$ cat src/srs_map.svh
// Timing constants and widths for the sensor reset and standby sequencer.
`ifndef SRS_MAP_SVH
`define SRS_MAP_SVH
`define SRS_CLK_PERIOD_NS 25
`define SRS_RESET_MIN_NS 750
`define SRS_RESET_MIN_CYC ((`SRS_RESET_MIN_NS + `SRS_CLK_PERIOD_NS - 1) / `SRS_CLK_PERIOD_NS)
`define SRS_SERIAL_WAIT_EDGES 10
`define SRS_DEAD_MARGIN_ROWS 5
`define SRS_ROW_LEN_CYC 16
`define SRS_ACTIVE_ROWS 8
`define SRS_CNT_W 16
`define SRS_VB_W 9
`define SRS_VB_DEFAULT 9'h02d
`define SRS_DATA_W 10
`endif

$ cat src/srs_pkg.sv
// State types of the two ends of the reset and standby sequencer, one enum per end.
package srs_pkg;
  typedef enum logic [2:0] {
    SRS_RESET,
    SRS_ACTIVE,
    SRS_BLANK,
    SRS_STANDBY,
    SRS_LOCKED
  } srs_state_e;
  typedef enum logic [2:0] {
    SRH_POWERUP,
    SRH_HOLD,
    SRH_SETTLE,
    SRH_RUN,
    SRH_SLEEP
  } srh_state_e;
endpackage

$ cat src/srs_if.sv
// Pin-level carrier between the host and the sensor sequencer.
`timescale 1ns/100ps
`include "srs_map.svh"
interface srs_if;
  logic reset_n;
  logic master_clock_in;
  logic standby;
  logic frame_valid;
  logic line_valid;
  logic [`SRS_DATA_W-1:0] dout;
  logic out_oe;
  logic serial_ready;
  modport sensor (
    input reset_n, master_clock_in, standby,
    output frame_valid, line_valid, dout, out_oe, serial_ready
  );
  modport host (
    output reset_n, master_clock_in, standby,
    input frame_valid, line_valid, dout, out_oe, serial_ready
  );
endinterface

$ cat src/srs_sensor.sv
// Sensor end: reset, frame timing, standby entry and dead-zone lock.
`timescale 1ns/100ps
`include "srs_map.svh"
module srs_sensor (
  // System clock and pins.
  input wire logic clk_sys_i,
  srs_if.sensor pins,
  // Configuration.
  input wire logic [`SRS_VB_W-1:0] vblank_rows_i,
  // Status.
  output logic standby_o,
  output logic locked_o
);
  typedef struct packed {
    srs_pkg::srs_state_e st;
    logic [2:0] stby_sync;
    logic stby;
    logic stby_d;
    logic [`SRS_CNT_W-1:0] col;
    logic [`SRS_CNT_W-1:0] row;
    logic [3:0] ser_cnt;
    logic [`SRS_VB_W-1:0] vb;
    logic fv;
    logic lv;
    logic [`SRS_DATA_W-1:0] dat;
  } srs_state_s;

  srs_state_s state_r;
  srs_state_s state_nxt;
  logic rst_pin;

  // Row index at which the dead zone opens and closes inside blanking.
  function automatic logic [`SRS_CNT_W-1:0] blank_row(input logic [`SRS_VB_W-1:0] vb,
                                                      input logic plus);
    logic [`SRS_CNT_W-1:0] base;
    base = `SRS_CNT_W'(vb);
    if (plus) begin
      blank_row = base + `SRS_CNT_W'(`SRS_DEAD_MARGIN_ROWS);
    end else begin
      blank_row = (base > `SRS_CNT_W'(`SRS_DEAD_MARGIN_ROWS)) ?
                  base - `SRS_CNT_W'(`SRS_DEAD_MARGIN_ROWS) : '0;
    end
  endfunction

  // True on the last column of a row, where the row counter advances.
  function automatic logic last_col(input logic [`SRS_CNT_W-1:0] col);
    last_col = (col == `SRS_CNT_W'(`SRS_ROW_LEN_CYC - 1));
  endfunction

  // True while a blanking row lies inside the window where a standby change
  // can wedge the frame timer. Holding standby steady through it is harmless;
  // only a change of level there is dangerous, so callers pair it with an edge.
  function automatic logic in_dead_zone(input logic [`SRS_CNT_W-1:0] row,
                                        input logic [`SRS_VB_W-1:0] vb);
    in_dead_zone = (row >= blank_row(vb, 1'b0)) && (row < blank_row(vb, 1'b1));
  endfunction

  // The reset pin acts as a synchronous reset; pin level is sampled each edge.
  assign rst_pin = ~pins.reset_n;

  // Next-state logic for frame timing and standby.
  always_comb begin
    state_nxt = state_r;
    state_nxt.stby_sync = {state_r.stby_sync[1:0], pins.standby};
    if (state_r.stby_sync[2] == state_r.stby_sync[1]) begin
      state_nxt.stby = state_r.stby_sync[2];
    end
    // Delayed copy of the filtered request, so a change of level can be seen.
    state_nxt.stby_d = state_r.stby;
    state_nxt.lv = 1'b0;
    state_nxt.dat = '0;
    if (last_col(state_r.col)) begin
      state_nxt.col = '0;
      state_nxt.row = state_r.row + `SRS_CNT_W'(1);
    end else begin
      state_nxt.col = state_r.col + `SRS_CNT_W'(1);
    end
    if (state_r.ser_cnt != 4'h0) begin
      state_nxt.ser_cnt = state_r.ser_cnt - 4'h1;
    end
    unique case (state_r.st)
      srs_pkg::SRS_RESET: begin
        state_nxt.st = srs_pkg::SRS_ACTIVE;
        state_nxt.col = '0;
        state_nxt.row = '0;
        state_nxt.fv = 1'b1;
      end
      srs_pkg::SRS_ACTIVE: begin
        state_nxt.fv = 1'b1;
        state_nxt.lv = 1'b1;
        state_nxt.dat = state_r.col[`SRS_DATA_W-1:0] ^ state_r.row[`SRS_DATA_W-1:0];
        if (last_col(state_r.col) &&
            state_r.row == `SRS_CNT_W'(`SRS_ACTIVE_ROWS - 1)) begin
          state_nxt.st = srs_pkg::SRS_BLANK;
          state_nxt.row = '0;
          state_nxt.fv = 1'b0;
          state_nxt.lv = 1'b0;
          state_nxt.vb = vblank_rows_i;
          if (state_r.stby) begin
            state_nxt.st = srs_pkg::SRS_STANDBY;
          end
        end
      end
      srs_pkg::SRS_BLANK: begin
        state_nxt.fv = 1'b0;
        // A standby level change inside the dead zone wedges the sequencer.
        if ((state_r.stby != state_r.stby_d) &&
            in_dead_zone(state_r.row, state_r.vb)) begin
          state_nxt.st = srs_pkg::SRS_LOCKED;
        end else if (last_col(state_r.col) &&
                     state_r.row >= `SRS_CNT_W'(state_r.vb)) begin
          state_nxt.row = '0;
          if (state_r.stby) begin
            state_nxt.st = srs_pkg::SRS_STANDBY;
          end else begin
            state_nxt.st = srs_pkg::SRS_ACTIVE;
            state_nxt.fv = 1'b1;
          end
        end
      end
      srs_pkg::SRS_STANDBY: begin
        state_nxt.fv = 1'b0;
        state_nxt.col = '0;
        state_nxt.row = '0;
        if (!state_r.stby) begin
          state_nxt.st = srs_pkg::SRS_ACTIVE;
          state_nxt.fv = 1'b1;
        end
      end
      srs_pkg::SRS_LOCKED: begin
        state_nxt.fv = 1'b0;
        state_nxt.col = '0;
        state_nxt.row = '0;
      end
    endcase
  end

  // State register; pin reset restores every default, including lock.
  always_ff @(posedge clk_sys_i) begin
    if (rst_pin) begin
      state_r.st <= srs_pkg::SRS_RESET;
      state_r.stby_sync <= 3'h0;
      state_r.stby <= 1'b0;
      state_r.stby_d <= 1'b0;
      state_r.col <= '0;
      state_r.row <= '0;
      state_r.ser_cnt <= 4'(`SRS_SERIAL_WAIT_EDGES);
      state_r.vb <= `SRS_VB_DEFAULT;
      state_r.fv <= 1'b0;
      state_r.lv <= 1'b0;
      state_r.dat <= '0;
    end else begin
      state_r <= state_nxt;
    end
  end

  // Pin outputs are forced to fixed levels by the pin reset alone, clock or not;
  // the core keeps running its clocks in reset, so no low-power mode exists.
  always_comb begin
    pins.frame_valid = rst_pin ? 1'b0 : state_r.fv;
    pins.line_valid = rst_pin ? 1'b0 : state_r.lv;
    pins.dout = rst_pin ? '0 : state_r.dat;
    pins.out_oe = ~(state_r.st == srs_pkg::SRS_STANDBY ||
                    state_r.st == srs_pkg::SRS_LOCKED) | rst_pin;
    pins.serial_ready = ~rst_pin && state_r.ser_cnt == 4'h0 &&
                        state_r.st != srs_pkg::SRS_STANDBY &&
                        state_r.st != srs_pkg::SRS_LOCKED;
  end

  assign standby_o = state_r.st == srs_pkg::SRS_STANDBY || state_r.st == srs_pkg::SRS_LOCKED;
  assign locked_o = state_r.st == srs_pkg::SRS_LOCKED;
endmodule

$ cat src/flat_wrapper.sv
// flat-port wrapper written by rule: the top's interface ports become plain ports
module srs_sensor_flat 
  (clk_sys_i, vblank_rows_i, standby_o, locked_o, pins_reset_n, pins_master_clock_in, pins_standby, pins_frame_valid, pins_line_valid, pins_dout, pins_out_oe, pins_serial_ready);
  srs_if pins_i ();
  input wire logic clk_sys_i;
  input wire logic [`SRS_VB_W-1:0] vblank_rows_i;
  output logic standby_o;
  output logic locked_o;
  input wire logic [$bits(pins_i.reset_n)-1:0] pins_reset_n;
  input wire logic [$bits(pins_i.master_clock_in)-1:0] pins_master_clock_in;
  input wire logic [$bits(pins_i.standby)-1:0] pins_standby;
  output wire logic [$bits(pins_i.frame_valid)-1:0] pins_frame_valid;
  output wire logic [$bits(pins_i.line_valid)-1:0] pins_line_valid;
  output wire logic [$bits(pins_i.dout)-1:0] pins_dout;
  output wire logic [$bits(pins_i.out_oe)-1:0] pins_out_oe;
  output wire logic [$bits(pins_i.serial_ready)-1:0] pins_serial_ready;
  assign pins_i.reset_n = pins_reset_n;
  assign pins_i.master_clock_in = pins_master_clock_in;
  assign pins_i.standby = pins_standby;
  assign pins_frame_valid = pins_i.frame_valid;
  assign pins_line_valid = pins_i.line_valid;
  assign pins_dout = pins_i.dout;
  assign pins_out_oe = pins_i.out_oe;
  assign pins_serial_ready = pins_i.serial_ready;
  srs_sensor u_core (.clk_sys_i(clk_sys_i), .pins(pins_i), .vblank_rows_i(vblank_rows_i), .standby_o(standby_o), .locked_o(locked_o));
endmodule
$ cat config.mk
export PLATFORM = sky130hd
export DESIGN_NAME = srs_sensor_flat
export DESIGN_NICKNAME = d
export VERILOG_FILES = /design/src/srs_pkg.sv /design/src/srs_if.sv /design/src/srs_sensor.sv /design/src/flat_wrapper.sv
export VERILOG_INCLUDE_DIRS = /design/src
export SDC_FILE = /design/constraint.sdc
export NUM_CORES = 1
export LEC_CHECK = 0
export BUFFER_PORTS_ARGS = -buffer_cell sky130_fd_sc_hd__buf_2
export CORE_MARGIN = 8
export CORE_UTILIZATION = 50
export DETAILED_ROUTE_END_ITERATION = 8
export PLACE_DENSITY = 0.67
export SKIP_LAST_GASP = 1
export SYNTH_ARGS = -nofsm -noshare
export SYNTH_HDL_FRONTEND = slang
export SYNTH_SLANG_ARGS = --single-unit
$ cat constraint.sdc
create_clock -name clk_sys_i -period 3.78 [get_ports clk_sys_i]
set_clock_uncertainty 0.15 [all_clocks]
set_input_delay 0.189 -clock clk_sys_i [delete_from_list [all_inputs] [get_ports clk_sys_i]]
set_output_delay 0.189 -clock clk_sys_i [all_outputs]
set_load 0.03 [all_outputs]
### After elaboration in Yosys (flattened, before gate mapping)

Index checks and enable logic that the tools add are counted.

* bits in registers: 65
* output and inout bits: 16

* add/sub/neg operators: 5
* order comparisons: 4
* equality and inequality tests: 13
* muxes and demuxes: 23
* bitwise gates (word level): 4
* reductions and logical operators: 17

Operators with widths (number)
* two-way mux 16 bit: 7
* case mux 16 bit (3 select lines): 1
* adder 16 x 1 -> 16 bit (second input constant): 2
* equality test 16 x 3 -> 1 bit (second input constant): 1
* equality test 16 x 4 -> 1 bit (second input constant): 1
* >= comparator 16 bit: 1
* >= comparator 16 x 9 -> 1 bit: 1
* < comparator 16 bit: 1
* two-way mux 3 bit: 4
* case mux 3 bit (4 select lines): 1
* adder 9 x 3 -> 10 bit (second input constant): 1
* two-way mux 10 bit: 1
* subtractor 9 x 3 -> 10 bit (second input constant): 1
* XOR 10 bit: 1
* greater-than comparator 9 x 3 -> 1 bit (second input constant): 1
* nonzero test 4 bit: 2
* logical AND 1 bit: 7
* equality test 3 x 2 -> 1 bit (second input constant): 2
* two-way mux 1 bit: 6
* case mux 1 bit (5 select lines): 1
* OR reduction 5 bit: 1
* logical NOT 4 bit: 1
* two-way mux 2 bit: 2
* AND reduction 2 bit: 2
* 16 further kinds: 17

### Depth between registers and ports, before layout

Gate-level depths: netlist of the first run.

* word-level depth: 8
* mapped depth: 14

### Least setup slack after synthesis of the first run

OpenSTA, ideal clock, no wires.

* kind: register to register
* start point: register u_core.state_r[12] in the netlist's numbering
* end point: register u_core.state_r[29] in the netlist's numbering
* library setup time: 0.073 ns
* arrival time: 3.048 ns
* slack: 0.509 ns
* cell stages (with the launch flop): 14
* path buffers: 1
* period minus slack after synthesis: 3.271 ns
* path through: dfxtp_1 inv_1 ha_1 nand2b_1 o21ai_1 nand3_1 ha_1 nand4_1 a211oi_1 a32oi_1 a211oi_2 nor3_4 buf_6 nor3b_2

* word-level cells in the longest chain between the ends: 8

Ends and longest elaborated chain
* from (decl): RTL line srs_sensor.sv:28 `srs_state_s state_r;`
* from (signal assigned): RTL line srs_sensor.sv:153 `state_r <= state_nxt;`
* subtractor 9 x 3 -> 10 bit / greater-than comparator 9 x 3 -> 1 bit (equally long branches): RTL line srs_sensor.sv:41, srs_sensor.sv:40
* two-way mux 16 bit: RTL line srs_sensor.sv:40 `` blank_row = (base > `SRS_CNT_W'(`SRS_DEAD_MARGIN_ROWS)) ? ``
* two-way mux 16 bit: RTL line srs_sensor.sv:81 `unique case (state_r.st)`
* >= comparator 16 bit: RTL line srs_sensor.sv:55 `in_dead_zone = (row >= blank_row(vb, 1'b0)) && (row < blank_row(vb, 1'b1));`
* logical AND 1 bit: RTL line srs_sensor.sv:55
* logical AND 1 bit: RTL line srs_sensor.sv:107 `if ((state_r.stby != state_r.stby_d) &&`
* two-way mux 16 bit *: RTL line srs_sensor.sv:107
* case mux 16 bit (3 select lines) *: RTL line srs_sensor.sv:81

Mark *: on every way between the ends. The rest lies on a longest branch, timed or not. The select of a mux whose other input is x is not followed.
A chain may end at the register's enable or synchronous reset.

### Worst setup path after layout of the first run

* start point: register u_core.state_r[12] in the netlist's numbering
* end point: register u_core.state_r[62] in the netlist's numbering

* word-level cells in the longest chain between the ends: 8

Ends and longest elaborated chain (RTL line)
* subtractor 9 x 3 -> 10 bit / greater-than comparator 9 x 3 -> 1 bit (equally long branches): srs_sensor.sv:41, srs_sensor.sv:40
* two-way mux 16 bit: srs_sensor.sv:40
* two-way mux 16 bit: srs_sensor.sv:81
* >= comparator 16 bit: srs_sensor.sv:55
* logical AND 1 bit: srs_sensor.sv:55
* logical AND 1 bit: srs_sensor.sv:107
* != test 3 x 1 -> 1 bit (no line) / two-way mux 3 bit (equally long branches)
* AND reduction 4 bit (no line) / case mux 3 bit (4 select lines) (equally long branches)

Parallel ways exist; a longest one is shown, timed or not. The select of a mux whose other input is x is not followed.

==> insert_results.sql, run 1 <==
INSERT INTO impl_metrics (metric_group, metric, value, unit) VALUES
('logic_synthesis', 'yosysUniqueCellTypes', '52', ''),
('cts', 'htree_num_levels', '3', ''),
('timing', 'max_freq', '283', 'MHz'),
('worst_setup_path', 'critical_path_arrival', '3.64', 'ns'),
('global_route', 'antenna_found_initial', '0', ''),
('worst_setup_path', 'criticalPathCategory', 'register to register', ''),
('finish', 'post_route_cells_drive_above_1_share', '14.1', '%'),
('timing', 'slew-limit-headroom', '40.5', '%'),
('worst_setup_path', 'timing.reg2reg.worst_path_depth', '13', ''),
('route', 'drcViolationCount', '0', ''),
('floorplan', 'initial_utilization', '50.9', '%'),
('worst_setup_path', 'max_stage_delay_cell_worst_path', 'sky130_fd_sc_hd__dfxtp_1', ''),
('finish', 'area.growth.synth_to_final', '13.7', '%'),
('placement', 'worst_setup_slack_after_placement', '0.205', 'ns'),
('timing', 'grt_setup_unrepaired', 'false', ''),
('min_path', 'worst_hold_path_class', 'input port to register', ''),
('global_route', 'grt_max_degree', '40', ''),
('pwr', 'leakage_power_total', '0.00191', 'µW'),
('cts', 'cts.sinks', '65', ''),
('worst_setup_path', 'cpLargestDelayFamily', 'compound AO/OA/AOI/OAI gates', ''),
('route', 'route.antenna.remaining_nets', '0', ''),
('placement', 'placed_cell_area', '4360', 'µm²'),
('logic_synthesis', 'synth.net_count', '542', ''),
('placement', 'gp_congestion', '0.909', ''),
('worst_setup_path', 'critPathRequiredTime', '3.89', 'ns'),
('global_route', 'globalRouteTotalUtil', '16.8', '%'),
('floorplan', 'dieHeight', '107', 'µm'),
('cts', 'clock_tree.buffer_depth', '2', ''),
('cts', 'clk-insertion-delay-late', '0.34', 'ns'),
('logic_synthesis', 'synth.yosys.warnings', '0', ''),
('finish', 'design.final.nets', '574', ''),
('worst_setup_path', 'timing.critical_path.slowest_cell_delay', '0.47', 'ns'),
('logic_synthesis', 'syn_area', '4140', 'µm²'),
('global_route', 'grt_pass1_wl', '15500', 'µm'),
('worst_setup_path', 'worstSetupStartpointType', 'register', ''),
('floorplan', 'floorplan.die_area', '11400', 'µm²'),
('worst_setup_path', 'cp_num_cells', '13', ''),
('cts', 'clock_root_buffer_master', 'sky130_fd_sc_hd__clkbuf_8', ''),
('worst_setup_path', 'worstPathCellList', 'inv_1, ha_1, nand2b_1, o21ai_1, buf_4, and2_1, ha_1, nand2b_1, a2111o_1, a32oi_1, a211oi_4, or2_2, a211oi_1', ''),
('logic_synthesis', 'post_synth_inst_count', '487', ''),
('floorplan', 'ios', '29', ''),
('flow_run', 'timing.max_cap.violations', '0', ''),
('finish', 'multiInputGateArea', '2680', 'µm²'),
('timing', 'finalHoldViolCount', '0', ''),
('cts', 'cts_made_buffers', '9', ''),
('pwr', 'vdd_drop_max', '0.317', 'mV'),
('logic_synthesis', 'post_synth.cell_area_avg', '8.50', 'µm²'),
('worst_setup_path', 'reg2reg_setup_slack', '0.25', 'ns'),
('logic_synthesis', 'sequential_share_of_the_synthesized_area', '31.4', '%'),
('min_path', 'min_path_cells', '2', ''),
('finish', 'finish.instance_area', '4710', 'µm²'),
('route', 'drt-vias-per-instance', '5.38', ''),
('floorplan', 'core_area', '8130', 'µm²'),
('logic_synthesis', 'dominant_register_cell_in_the_synthesized_netlist', 'sky130_fd_sc_hd__dfxtp_1', ''),
('global_route', 'via_count_of_the_first_global_routing_pass', '3322', ''),
('timing', 'timing.final.max_slew_violations', '0', ''),
('logic_synthesis', 'post_synth_edffs', '0', ''),
('cts', 'tritoncts', 'yes', ''),
('timing', 'finish_stage_setup_viols', '0', ''),
('finish', 'num_antenna_cells', '0', ''),
('route', 'detailed_route_via_count', '3385', ''),
('worst_setup_path', 'worstPathBufferInverterCount', '2', ''),
('route', 'drt-initial-drc-count', '162', ''),
('finish', 'nFillCells', '713', ''),
('logic_synthesis', 'register_bit_total_from_synthesis', '65', ''),
('logic_synthesis', 'asyncSetResetFlopFracSynth', '0', '%'),
('route', 'drt_pass1_iterations', '4', ''),
('floorplan', 'fp-row-count', '33', ''),
('placement', 'place.port_buffers', '27', ''),
('cts', 'cts.clk_slew.worst_paths', '0.08', 'ns'),
('outcome', 'run_status', 'finished clean', '');
sequential cells by signal (all words and copies together), names as in the netlist:
name and count:
u_core.state_r 62, u_core.state_nxt 3
per-stage QoR:
step	instances	power [µW]	hold WS, ns	utilization (%)
after floorplan	487	790	0.166	-
after CTS	629	1490	0.113	57.6
after detailed placement	603	811	0.252	53.6
final	629	1470	0.120	57.9
after global routing	629	1530	0.140	57.9
after global placement	603	808	0.250	53.6
layer usage:
layer / share of wire, % / track usage (%)
met4: 1.9 / 6.63
met1: 46 / 19.9
met3: 4.0 / 4.20
met5: 0 / 0
met2: 48 / 28.3
cells in the final DEF, fill, tap and decap left out, types with 5 or more instances in the layout:
cell and instances:
sky130_fd_sc_hd__a21boi_0 7, sky130_fd_sc_hd__a21oi_1 19, sky130_fd_sc_hd__and2_1 20, sky130_fd_sc_hd__and3_1 7, sky130_fd_sc_hd__and4_1 6, sky130_fd_sc_hd__buf_2 27, sky130_fd_sc_hd__buf_4 5, sky130_fd_sc_hd__clkbuf_8 9
sky130_fd_sc_hd__dfxtp_1 65, sky130_fd_sc_hd__dlygate4sd3_1 10, sky130_fd_sc_hd__ha_1 42, sky130_fd_sc_hd__inv_1 20, sky130_fd_sc_hd__nand2_1 52, sky130_fd_sc_hd__nand2b_1 7, sky130_fd_sc_hd__nand3_1 25, sky130_fd_sc_hd__nand4_1 7
sky130_fd_sc_hd__nor2_1 50, sky130_fd_sc_hd__nor2b_1 5, sky130_fd_sc_hd__nor3_1 8, sky130_fd_sc_hd__nor3b_1 6, sky130_fd_sc_hd__nor3b_2 7, sky130_fd_sc_hd__o21ai_0 15, sky130_fd_sc_hd__xnor2_1 36, sky130_fd_sc_hd__xor2_1 17
kinds of logic (layout without fill, tap and decap cells):
group,Yosys count,count (layout),share of synthesized area (%)
fa+ha+maj,42,42,12.7
compound gates,60,60,9.37
simple gates,221,221,30.0
mux,4,4,1.03
xor+xnor,53,53,11.2
flops,65,65,31.4
buf+inv,42,79,4.23
synth_stat cells (all sizes together) (5+ instances only):
master / number / area share (%)
and2: 20 / 3.0
and3: 7 / 1.1
nand2: 52 / 4.7
o21ai: 16 / 1.9
nor2b: 5 / 0.76
and4: 6 / 1.3
nand3: 28 / 3.6
dfxtp: 65 / 31
buf: 7 / 1.1
nor3: 9 / 1.4
xor2: 17 / 3.6
inv: 20 / 1.8
nand4: 8 / 1.4
nor4: 11 / 3.2
nand2b: 7 / 1.1
xnor2: 36 / 7.6
a21oi: 20 / 2.5
nor2: 50 / 4.5
clkbuf: 15 / 1.4
a21boi: 7 / 1.3
ha: 42 / 13
nor3b: 13 / 3.2
where the power goes:
group	total, µW	internal (µW)	switching (µW)
logic	93.7	44.1	49.7
clock network	669	379	290
registers	710	698	11.6
layout make-up:
| type | instances | share of cell area [%] |
|---|---|---|
| inverters | 20 | 1.59 |
| multi-input cells | 380 | 57.0 |
| flip-flops and latches | 65 | 27.6 |
| repair buffers | 43 | 6.22 |
| well taps | 105 | 2.79 |
| clock inverters | 7 | 2.15 |
| clock buffers | 9 | 2.63 |
what timing repair did:
item,CTS,global route
setup buffers,0,0
hold buffers,10,0
hold endpoints to repair,10,0
gates resized for setup,0,3
setup endpoints to repair,0,14
worst paths after layout:
kind / to / start
setup / recovery: u_core.state_r[62]$_SDFFE_PN0P_ / u_core.state_r[12]$_SDFFE_PN1P_
hold / removal: u_core.state_r[22]$_SDFFE_PN1P_ / pins_reset_n
setup reg to reg: u_core.state_r[62]$_SDFFE_PN0P_ / u_core.state_r[12]$_SDFFE_PN1P_
hold reg to reg: u_core.state_nxt[61]$_SDFF_PN0_ / u_core.state_nxt[60]$_SDFF_PN0_
No activity file was read; power rests on OpenSTA's default activity.
==> inputs of run 2 (changes only) <==
--- a/config.mk
+++ b/config.mk
@@ -7,10 +7,11 @@
 export NUM_CORES = 1
 export LEC_CHECK = 0
 export BUFFER_PORTS_ARGS = -buffer_cell sky130_fd_sc_hd__buf_2
-export CORE_MARGIN = 8
+export CORE_MARGIN = 3
 export CORE_UTILIZATION = 50
 export DETAILED_ROUTE_END_ITERATION = 8
 export PLACE_DENSITY = 0.67
+export SKIP_CTS_REPAIR_TIMING = 1
 export SKIP_LAST_GASP = 1
 export SYNTH_ARGS = -nofsm -noshare
 export SYNTH_HDL_FRONTEND = slang
==> constraint.sdc (replaced) <==
create_clock -name clk_sys_i -period 3.71 [get_ports clk_sys_i]
set_clock_uncertainty 0.15 [all_clocks]
set_input_delay 0.1855 -clock clk_sys_i [delete_from_list [all_inputs] [get_ports clk_sys_i]]
set_output_delay 0.1855 -clock clk_sys_i [all_outputs]
set_load 0.03 [all_outputs]
==> insert_results.sql, run 2 (synthesis results as in run 1) <==
INSERT INTO impl_metrics (metric_group, metric, value, unit) VALUES
('route', 'drt-initial-drc-count', '167', ''),
('route', 'drcViolationCount', '0', ''),
('route', 'drt_wl_total', '8950', 'µm'),
('finish', 'design.final.nets', '578', ''),
('cts', 'clock_tree.buffer_depth', '2', ''),
('finish', 'post_route_cells_drive_above_1_share', '14.6', '%'),
('timing', 'finish_stage_setup_viols', '0', ''),
('finish', 'largest_register_ff_count', '62', ''),
('finish', 'layout_commonest_cell', 'sky130_fd_sc_hd__dfxtp_1', ''),
('timing', 'worstMarginPinSlew', '0.878', 'ns'),
('global_route', 'grt.overflow.total', '0', ''),
('worst_setup_path', 'critical_path_arrival', '3.48', 'ns'),
('floorplan', 'dieHeight', '97.0', 'µm'),
('pwr', 'areal_power_density_over_the_cells', '304', 'nW/µm²'),
('worst_setup_path', 'worstSetupStartpointType', 'register', ''),
('route', 'drt-vias-per-instance', '5.43', ''),
('route', 'detailed_route_via_count', '3424', ''),
('cts', 'clock_root_buffer_master', 'sky130_fd_sc_hd__clkbuf_8', ''),
('floorplan', 'fp-row-count', '32', ''),
('timing', 'finalHoldViolCount', '0', ''),
('floorplan', 'core_area', '7890', 'µm²'),
('finish', 'seq_area', '1300', 'µm²'),
('timing', 'setup_total_negative_slack', '0', 'ns'),
('worst_setup_path', 'criticalPathCategory', 'register to register', ''),
('finish', 'finish.instance_area', '4700', 'µm²'),
('worst_setup_path', 'worstPathMaxFanout', '8', ''),
('route', 'route.antenna.remaining_nets', '0', ''),
('pwr', 'vdd_drop_max', '0.271', 'mV'),
('cts', 'cts.clk_slew.worst_paths', '0.07', 'ns'),
('pwr', 'leakage_power_total', '0.00192', 'µW'),
('route', 'drt_pass1_iterations', '4', ''),
('timing', 'finalCritPeriodShare', '91.0', '%'),
('cts', 'htree_num_levels', '3', ''),
('timing', 'fin_worst_hold_slack', '0.145', 'ns'),
('finish', 'multiInputGateArea', '2670', 'µm²'),
('global_route', 'grt_max_degree', '40', ''),
('global_route', 'globalRouteTotalUtil', '19.8', '%'),
('global_route', 'antenna_found_initial', '0', ''),
('route', 'wl_per_cell', '14.2', 'µm'),
('finish', 'nFillCells', '688', ''),
('worst_setup_path', 'worstPathCellList', 'nor4_1, and3_1, o21ai_1, and2_1, ha_1, nand2b_1, a2111o_1, a32oi_1, a211oi_2, buf_4, or2_2, a211oi_1', ''),
('timing', 'timing.final.max_slew_violations', '0', ''),
('floorplan', 'floorplan.die_area', '9410', 'µm²'),
('timing', 'final.min_clock_period', '3.38', 'ns'),
('timing', 'slew-limit-headroom', '41.2', '%'),
('floorplan', 'chipWidth', '97.0', 'µm'),
('finish', 'area.growth.synth_to_final', '13.5', '%'),
('cts', 'tritoncts', 'yes', ''),
('worst_setup_path', 'max_stage_delay_cell_worst_path', 'sky130_fd_sc_hd__a2111o_1', ''),
('outcome', 'run_status', 'finished clean', ''),
('finish', 'largest_register_by_flop_count', 'u_core.state_r', ''),
('cts', 'cts.sinks', '65', ''),
('worst_setup_path', 'worstPathBufferInverterCount', '1', ''),
('worst_setup_path', 'critPathRequiredTime', '3.81', 'ns'),
('finish', 'num_antenna_cells', '0', ''),
('worst_setup_path', 'cpLargestDelayFamily', 'simple AND/OR/NAND/NOR gates', ''),
('cts', 'cts_made_buffers', '9', ''),
('global_route', 'via_count_of_the_first_global_routing_pass', '3348', ''),
('placement', 'gp_congestion', '0.876', ''),
('finish', 'most-common-layout-cells', '65 x sky130_fd_sc_hd__dfxtp_1, 52 x sky130_fd_sc_hd__nand2_1, 50 x sky130_fd_sc_hd__nor2_1', ''),
('flow_run', 'timing.max_cap.violations', '0', ''),
('timing', 'max_freq', '296', 'MHz'),
('global_route', 'grt_pass1_wl', '15200', 'µm'),
('pwr', 'fin_total_pwr', '1430', 'µW'),
('cts', 'clk-insertion-delay-late', '0.34', 'ns'),
('placement', 'placed_cell_area', '4370', 'µm²'),
('timing', 'grt_setup_unrepaired', 'false', ''),
('worst_setup_path', 'timing.critical_path.slowest_cell_delay', '0.42', 'ns'),
('floorplan', 'initial_utilization', '52.5', '%'),
('min_path', 'worst_hold_path_class', 'input port to register', ''),
('placement', 'hpwlAfterDp', '6710', 'µm'),
('placement', 'place.port_buffers', '27', ''),
('worst_setup_path', 'worstSetupEndpointType', 'register', ''),
('floorplan', 'ios', '29', '');
run 2: routing by layer:
metal / share of wire [%] / track usage, % / vias to the layer above
li1: - / - / 1753
met1: 46 / 23.8 / 1591
met2: 48 / 33.3 / 58
met3: 3.3 / 4.61 / 22
met4: 2.7 / 8.96 / 0
met5: 0 / 0 / -
run 2: worst register-to-register path, delay by kind of cell, from the launching register on:
kind,cells,cell delay (ns)
buf+inv,1,0.18
flops,1,0.38
fa+ha+maj,1,0.27
compound gates,5,1.06
simple gates,5,1.27
run 2: power breakdown:
group	internal, µW	switching, µW
sequential	711	11.8
clock	331	277
combinational	44.8	51.1
total	1090	340
run 2: stage by stage:
stage | instances | worst slack (ns) | utilization, %
3_5_place_dp | 603 | 0.113 | 55.4
6_report | 630 | 0.334 | 59.6
5_1_grt | 630 | 0.0351 | 59.6
4_1_cts | 619 | 0.0843 | 58.0
2_1_floorplan | 487 | 0.439 | -
3_3_place_gp | 603 | 0.199 | 55.4
run 2: cell type report:
cell class                      instances  area share [%]
Multi-Input combinational cell        380            56.8
Sequential cell                        65            27.7
Timing Repair Buffer                   47            6.87
Clock buffer                           10            2.93
Tap cell                              102            2.72
Inverter                               20            1.60
Clock inverter                          6            1.41
run 2: path summary, 6_finish.rpt:
check	cells after the start	startpoint	slack (ns)	to
worst max-delay path	12	u_core.state_r[15]$_SDFFE_PN1P_	0.33	u_core.state_r[62]$_SDFFE_PN0P_
worst min-delay path	2	pins_reset_n	0.14	u_core.state_r[24]$_SDFFE_PN1P_
worst max register to register	12	u_core.state_r[15]$_SDFFE_PN1P_	0.33	u_core.state_r[62]$_SDFFE_PN0P_
worst min register to register	1	u_core.state_nxt[60]$_SDFF_PN0_	0.29	u_core.state_nxt[61]$_SDFF_PN0_
==> inputs of run 3 (changes only) <==
--- a/config.mk
+++ b/config.mk
@@ -10,7 +10,10 @@
 export CORE_MARGIN = 3
 export CORE_UTILIZATION = 50
 export DETAILED_ROUTE_END_ITERATION = 8
+export GPL_TIMING_DRIVEN = 1
+export HOLD_SLACK_MARGIN = 0.12
 export PLACE_DENSITY = 0.67
+export REMOVE_ABC_BUFFERS = 1
 export SKIP_CTS_REPAIR_TIMING = 1
 export SKIP_LAST_GASP = 1
 export SYNTH_ARGS = -nofsm -noshare
==> insert_results.sql, run 3 (synthesis results as in run 1) <==
INSERT INTO impl_metrics (metric_group, metric, value, unit) VALUES
('outcome', 'run_status', 'finished clean', ''),
('floorplan', 'chipWidth', '97.0', 'µm'),
('timing', 'fin_worst_hold_slack', '0.116', 'ns'),
('cts', 'clock_root_buffer_master', 'sky130_fd_sc_hd__clkbuf_8', ''),
('cts', 'clock_tree.buffer_depth', '2', ''),
('route', 'drt-initial-drc-count', '175', ''),
('pwr', 'power.switching', '353', 'µW'),
('pwr', 'areal_power_density_over_the_cells', '341', 'nW/µm²'),
('timing', 'timing.final.max_slew_violations', '0', ''),
('worst_setup_path', 'worstPathCellList', 'inv_1, ha_1, nand2b_1, o21ai_1, and2_1, ha_1, nand2b_1, a2111o_1, a32oi_1, a211oi_2, buf_4, or2_2, a211oi_1', ''),
('worst_setup_path', 'worstSetupStartpointType', 'register', ''),
('timing', 'max_freq', '293', 'MHz'),
('placement', 'place.port_buffers', '27', ''),
('worst_setup_path', 'worstPathBufferInverterCount', '2', ''),
('worst_setup_path', 'critical_path_arrival', '3.51', 'ns'),
('route', 'detailed_route_via_count', '3422', ''),
('timing', 'finish_stage_setup_viols', '0', ''),
('placement', 'hpwlAfterDp', '6650', 'µm'),
('cts', 'cts.clk_slew.worst_paths', '0.08', 'ns'),
('worst_setup_path', 'worstPathMaxFanout', '5', ''),
('placement', 'gp_congestion', '0.871', ''),
('cts', 'cts.sinks', '65', ''),
('worst_setup_path', 'worstSetupEndpointType', 'register', ''),
('global_route', 'via_count_of_the_first_global_routing_pass', '3336', ''),
('finish', 'largest_register_by_flop_count', 'u_core.state_r', ''),
('min_path', 'worst_hold_path_class', 'input port to register', ''),
('timing', 'finalHoldViolCount', '0', ''),
('floorplan', 'ios', '29', ''),
('finish', 'most-common-layout-cells', '65 x sky130_fd_sc_hd__dfxtp_1, 52 x sky130_fd_sc_hd__nand2_1, 50 x sky130_fd_sc_hd__nor2_1', ''),
('floorplan', 'fp-row-count', '32', ''),
('timing', 'finalCritPeriodShare', '92.0', '%'),
('cts', 'htree_num_levels', '3', ''),
('pwr', 'power_frac_clock', '49.9', '%'),
('route', 'drt_wl_total', '9100', 'µm'),
('worst_setup_path', 'timing.critical_path.slowest_cell_delay', '0.41', 'ns'),
('timing', 'final.setup.worst_slack', '0.297', 'ns'),
('global_route', 'antenna_found_initial', '0', ''),
('global_route', 'globalRouteTotalUtil', '20.2', '%'),
('timing', 'worstMarginPinSlew', '0.816', 'ns'),
('cts', 'clk-insertion-delay-late', '0.34', 'ns'),
('pwr', 'p_seq_share', '44.3', '%'),
('finish', 'seq_area', '1300', 'µm²'),
('route', 'drcViolationCount', '0', ''),
('pwr', 'leakage_power_total', '0.00196', 'µW'),
('timing', 'slew-limit-headroom', '45.4', '%'),
('worst_setup_path', 'cpLargestDelayFamily', 'compound AO/OA/AOI/OAI gates', ''),
('route', 'drt-vias-per-instance', '5.41', ''),
('pwr', 'vdd_drop_max', '0.298', 'mV'),
('finish', 'multiInputGateArea', '2670', 'µm²'),
('pwr', 'intPower', '1280', 'µW'),
('pwr', 'p_comb_share', '5.8', '%'),
('cts', 'tritoncts', 'yes', ''),
('finish', 'nFillCells', '689', ''),
('cts', 'cts_made_buffers', '9', ''),
('floorplan', 'initial_utilization', '52.5', '%'),
('worst_setup_path', 'criticalPathCategory', 'register to register', ''),
('route', 'wl_per_cell', '14.4', 'µm'),
('timing', 'grt_setup_unrepaired', 'true', ''),
('finish', 'largest_register_ff_count', '62', ''),
('timing', 'final.min_clock_period', '3.41', 'ns'),
('floorplan', 'core_area', '7890', 'µm²'),
('worst_setup_path', 'critPathRequiredTime', '3.81', 'ns'),
('flow_run', 'timing.max_cap.violations', '0', ''),
('route', 'route.antenna.remaining_nets', '0', ''),
('floorplan', 'dieHeight', '97.0', 'µm'),
('pwr', 'power.switching_fraction', '21.6', '%'),
('finish', 'layout_commonest_cell', 'sky130_fd_sc_hd__dfxtp_1', ''),
('global_route', 'grt_pass1_wl', '15800', 'µm'),
('floorplan', 'floorplan.die_area', '9410', 'µm²'),
('finish', 'post_route_cells_drive_above_1_share', '15.1', '%'),
('finish', 'num_antenna_cells', '0', ''),
('finish', 'area.growth.synth_to_final', '15.7', '%'),
('global_route', 'grt.overflow.total', '0', ''),
('finish', 'design.final.nets', '580', ''),
('worst_setup_path', 'max_stage_delay_cell_worst_path', 'sky130_fd_sc_hd__a2111o_1', ''),
('placement', 'worst_setup_slack_after_placement', '0.0577', 'ns'),
('global_route', 'grt_max_degree', '40', ''),
('route', 'drt_pass1_iterations', '5', '');
-- run 3: layout make-up --
cell class / count / area share (%)
clock inverter: 7 / 3.11
inverter: 20 / 1.57
timing repair buffer: 49 / 7.06
tap: 102 / 2.67
multi-input combinational: 380 / 55.8
clock buffer: 9 / 2.59
sequential: 65 / 27.2
-- run 3: metrics by stage --
step | std cells | TNS [ns] | utilization [%] | cell area, µm² | total power [µW]
after floorplan | 465 | 0 | - | 4040 | 797
after global placement | 605 | 0 | 55.6 | 4380 | 823
after detailed placement | 605 | 0 | 55.6 | 4380 | 826
after CTS | 621 | 0 | 59.0 | 4660 | 1640
after global routing | 632 | -0.0734 | 60.7 | 4790 | 1710
final | 632 | 0 | 60.7 | 4790 | 1630
-- run 3: per-layer routing --
metal | global-route usage, % | wire length (µm) | vias up
li1 | - | - | 1751
met5 | 0 | 0 | -
met2 | 33.3 | 4430 | 75
met1 | 26.0 | 4140 | 1584
met3 | 4.40 | 366 | 12
met4 | 6.91 | 161 | 0
-- run 3: worst paths after layout --
path,startpoint,endpoint,slack (ns),cells after the start
hold / removal,pins_reset_n,u_core.state_r[22]$_SDFFE_PN1P_,0.12,2
setup / recovery,u_core.state_r[13]$_SDFFE_PN0P_,u_core.state_r[62]$_SDFFE_PN0P_,0.30,13
setup reg to reg,u_core.state_r[13]$_SDFFE_PN0P_,u_core.state_r[62]$_SDFFE_PN0P_,0.30,13
hold reg to reg,u_core.state_nxt[60]$_SDFF_PN0_,u_core.state_nxt[61]$_SDFF_PN0_,0.29,1
-- run 3: power by group through the flow --
stage                     combinational (µW)  clock (µW)  sequential, µW
after floorplan                         61.2           0             736
after global placement                  85.1           0             738
after detailed placement                87.3           0             739
after CTS                               87.9         832             722
after global routing                     109         871             725
final                                   94.8         814             722
-- run 3: worst register-to-register path: cells and delay by family (launching register included) --
kind	cells	cell delay (ns)
adder cells (fa/ha/maj)	2	0.42
AO/OA/AOI/OAI	5	1.26
AND/OR/NAND/NOR	4	0.83
buffers and inverters	2	0.28
flip-flops	1	0.39
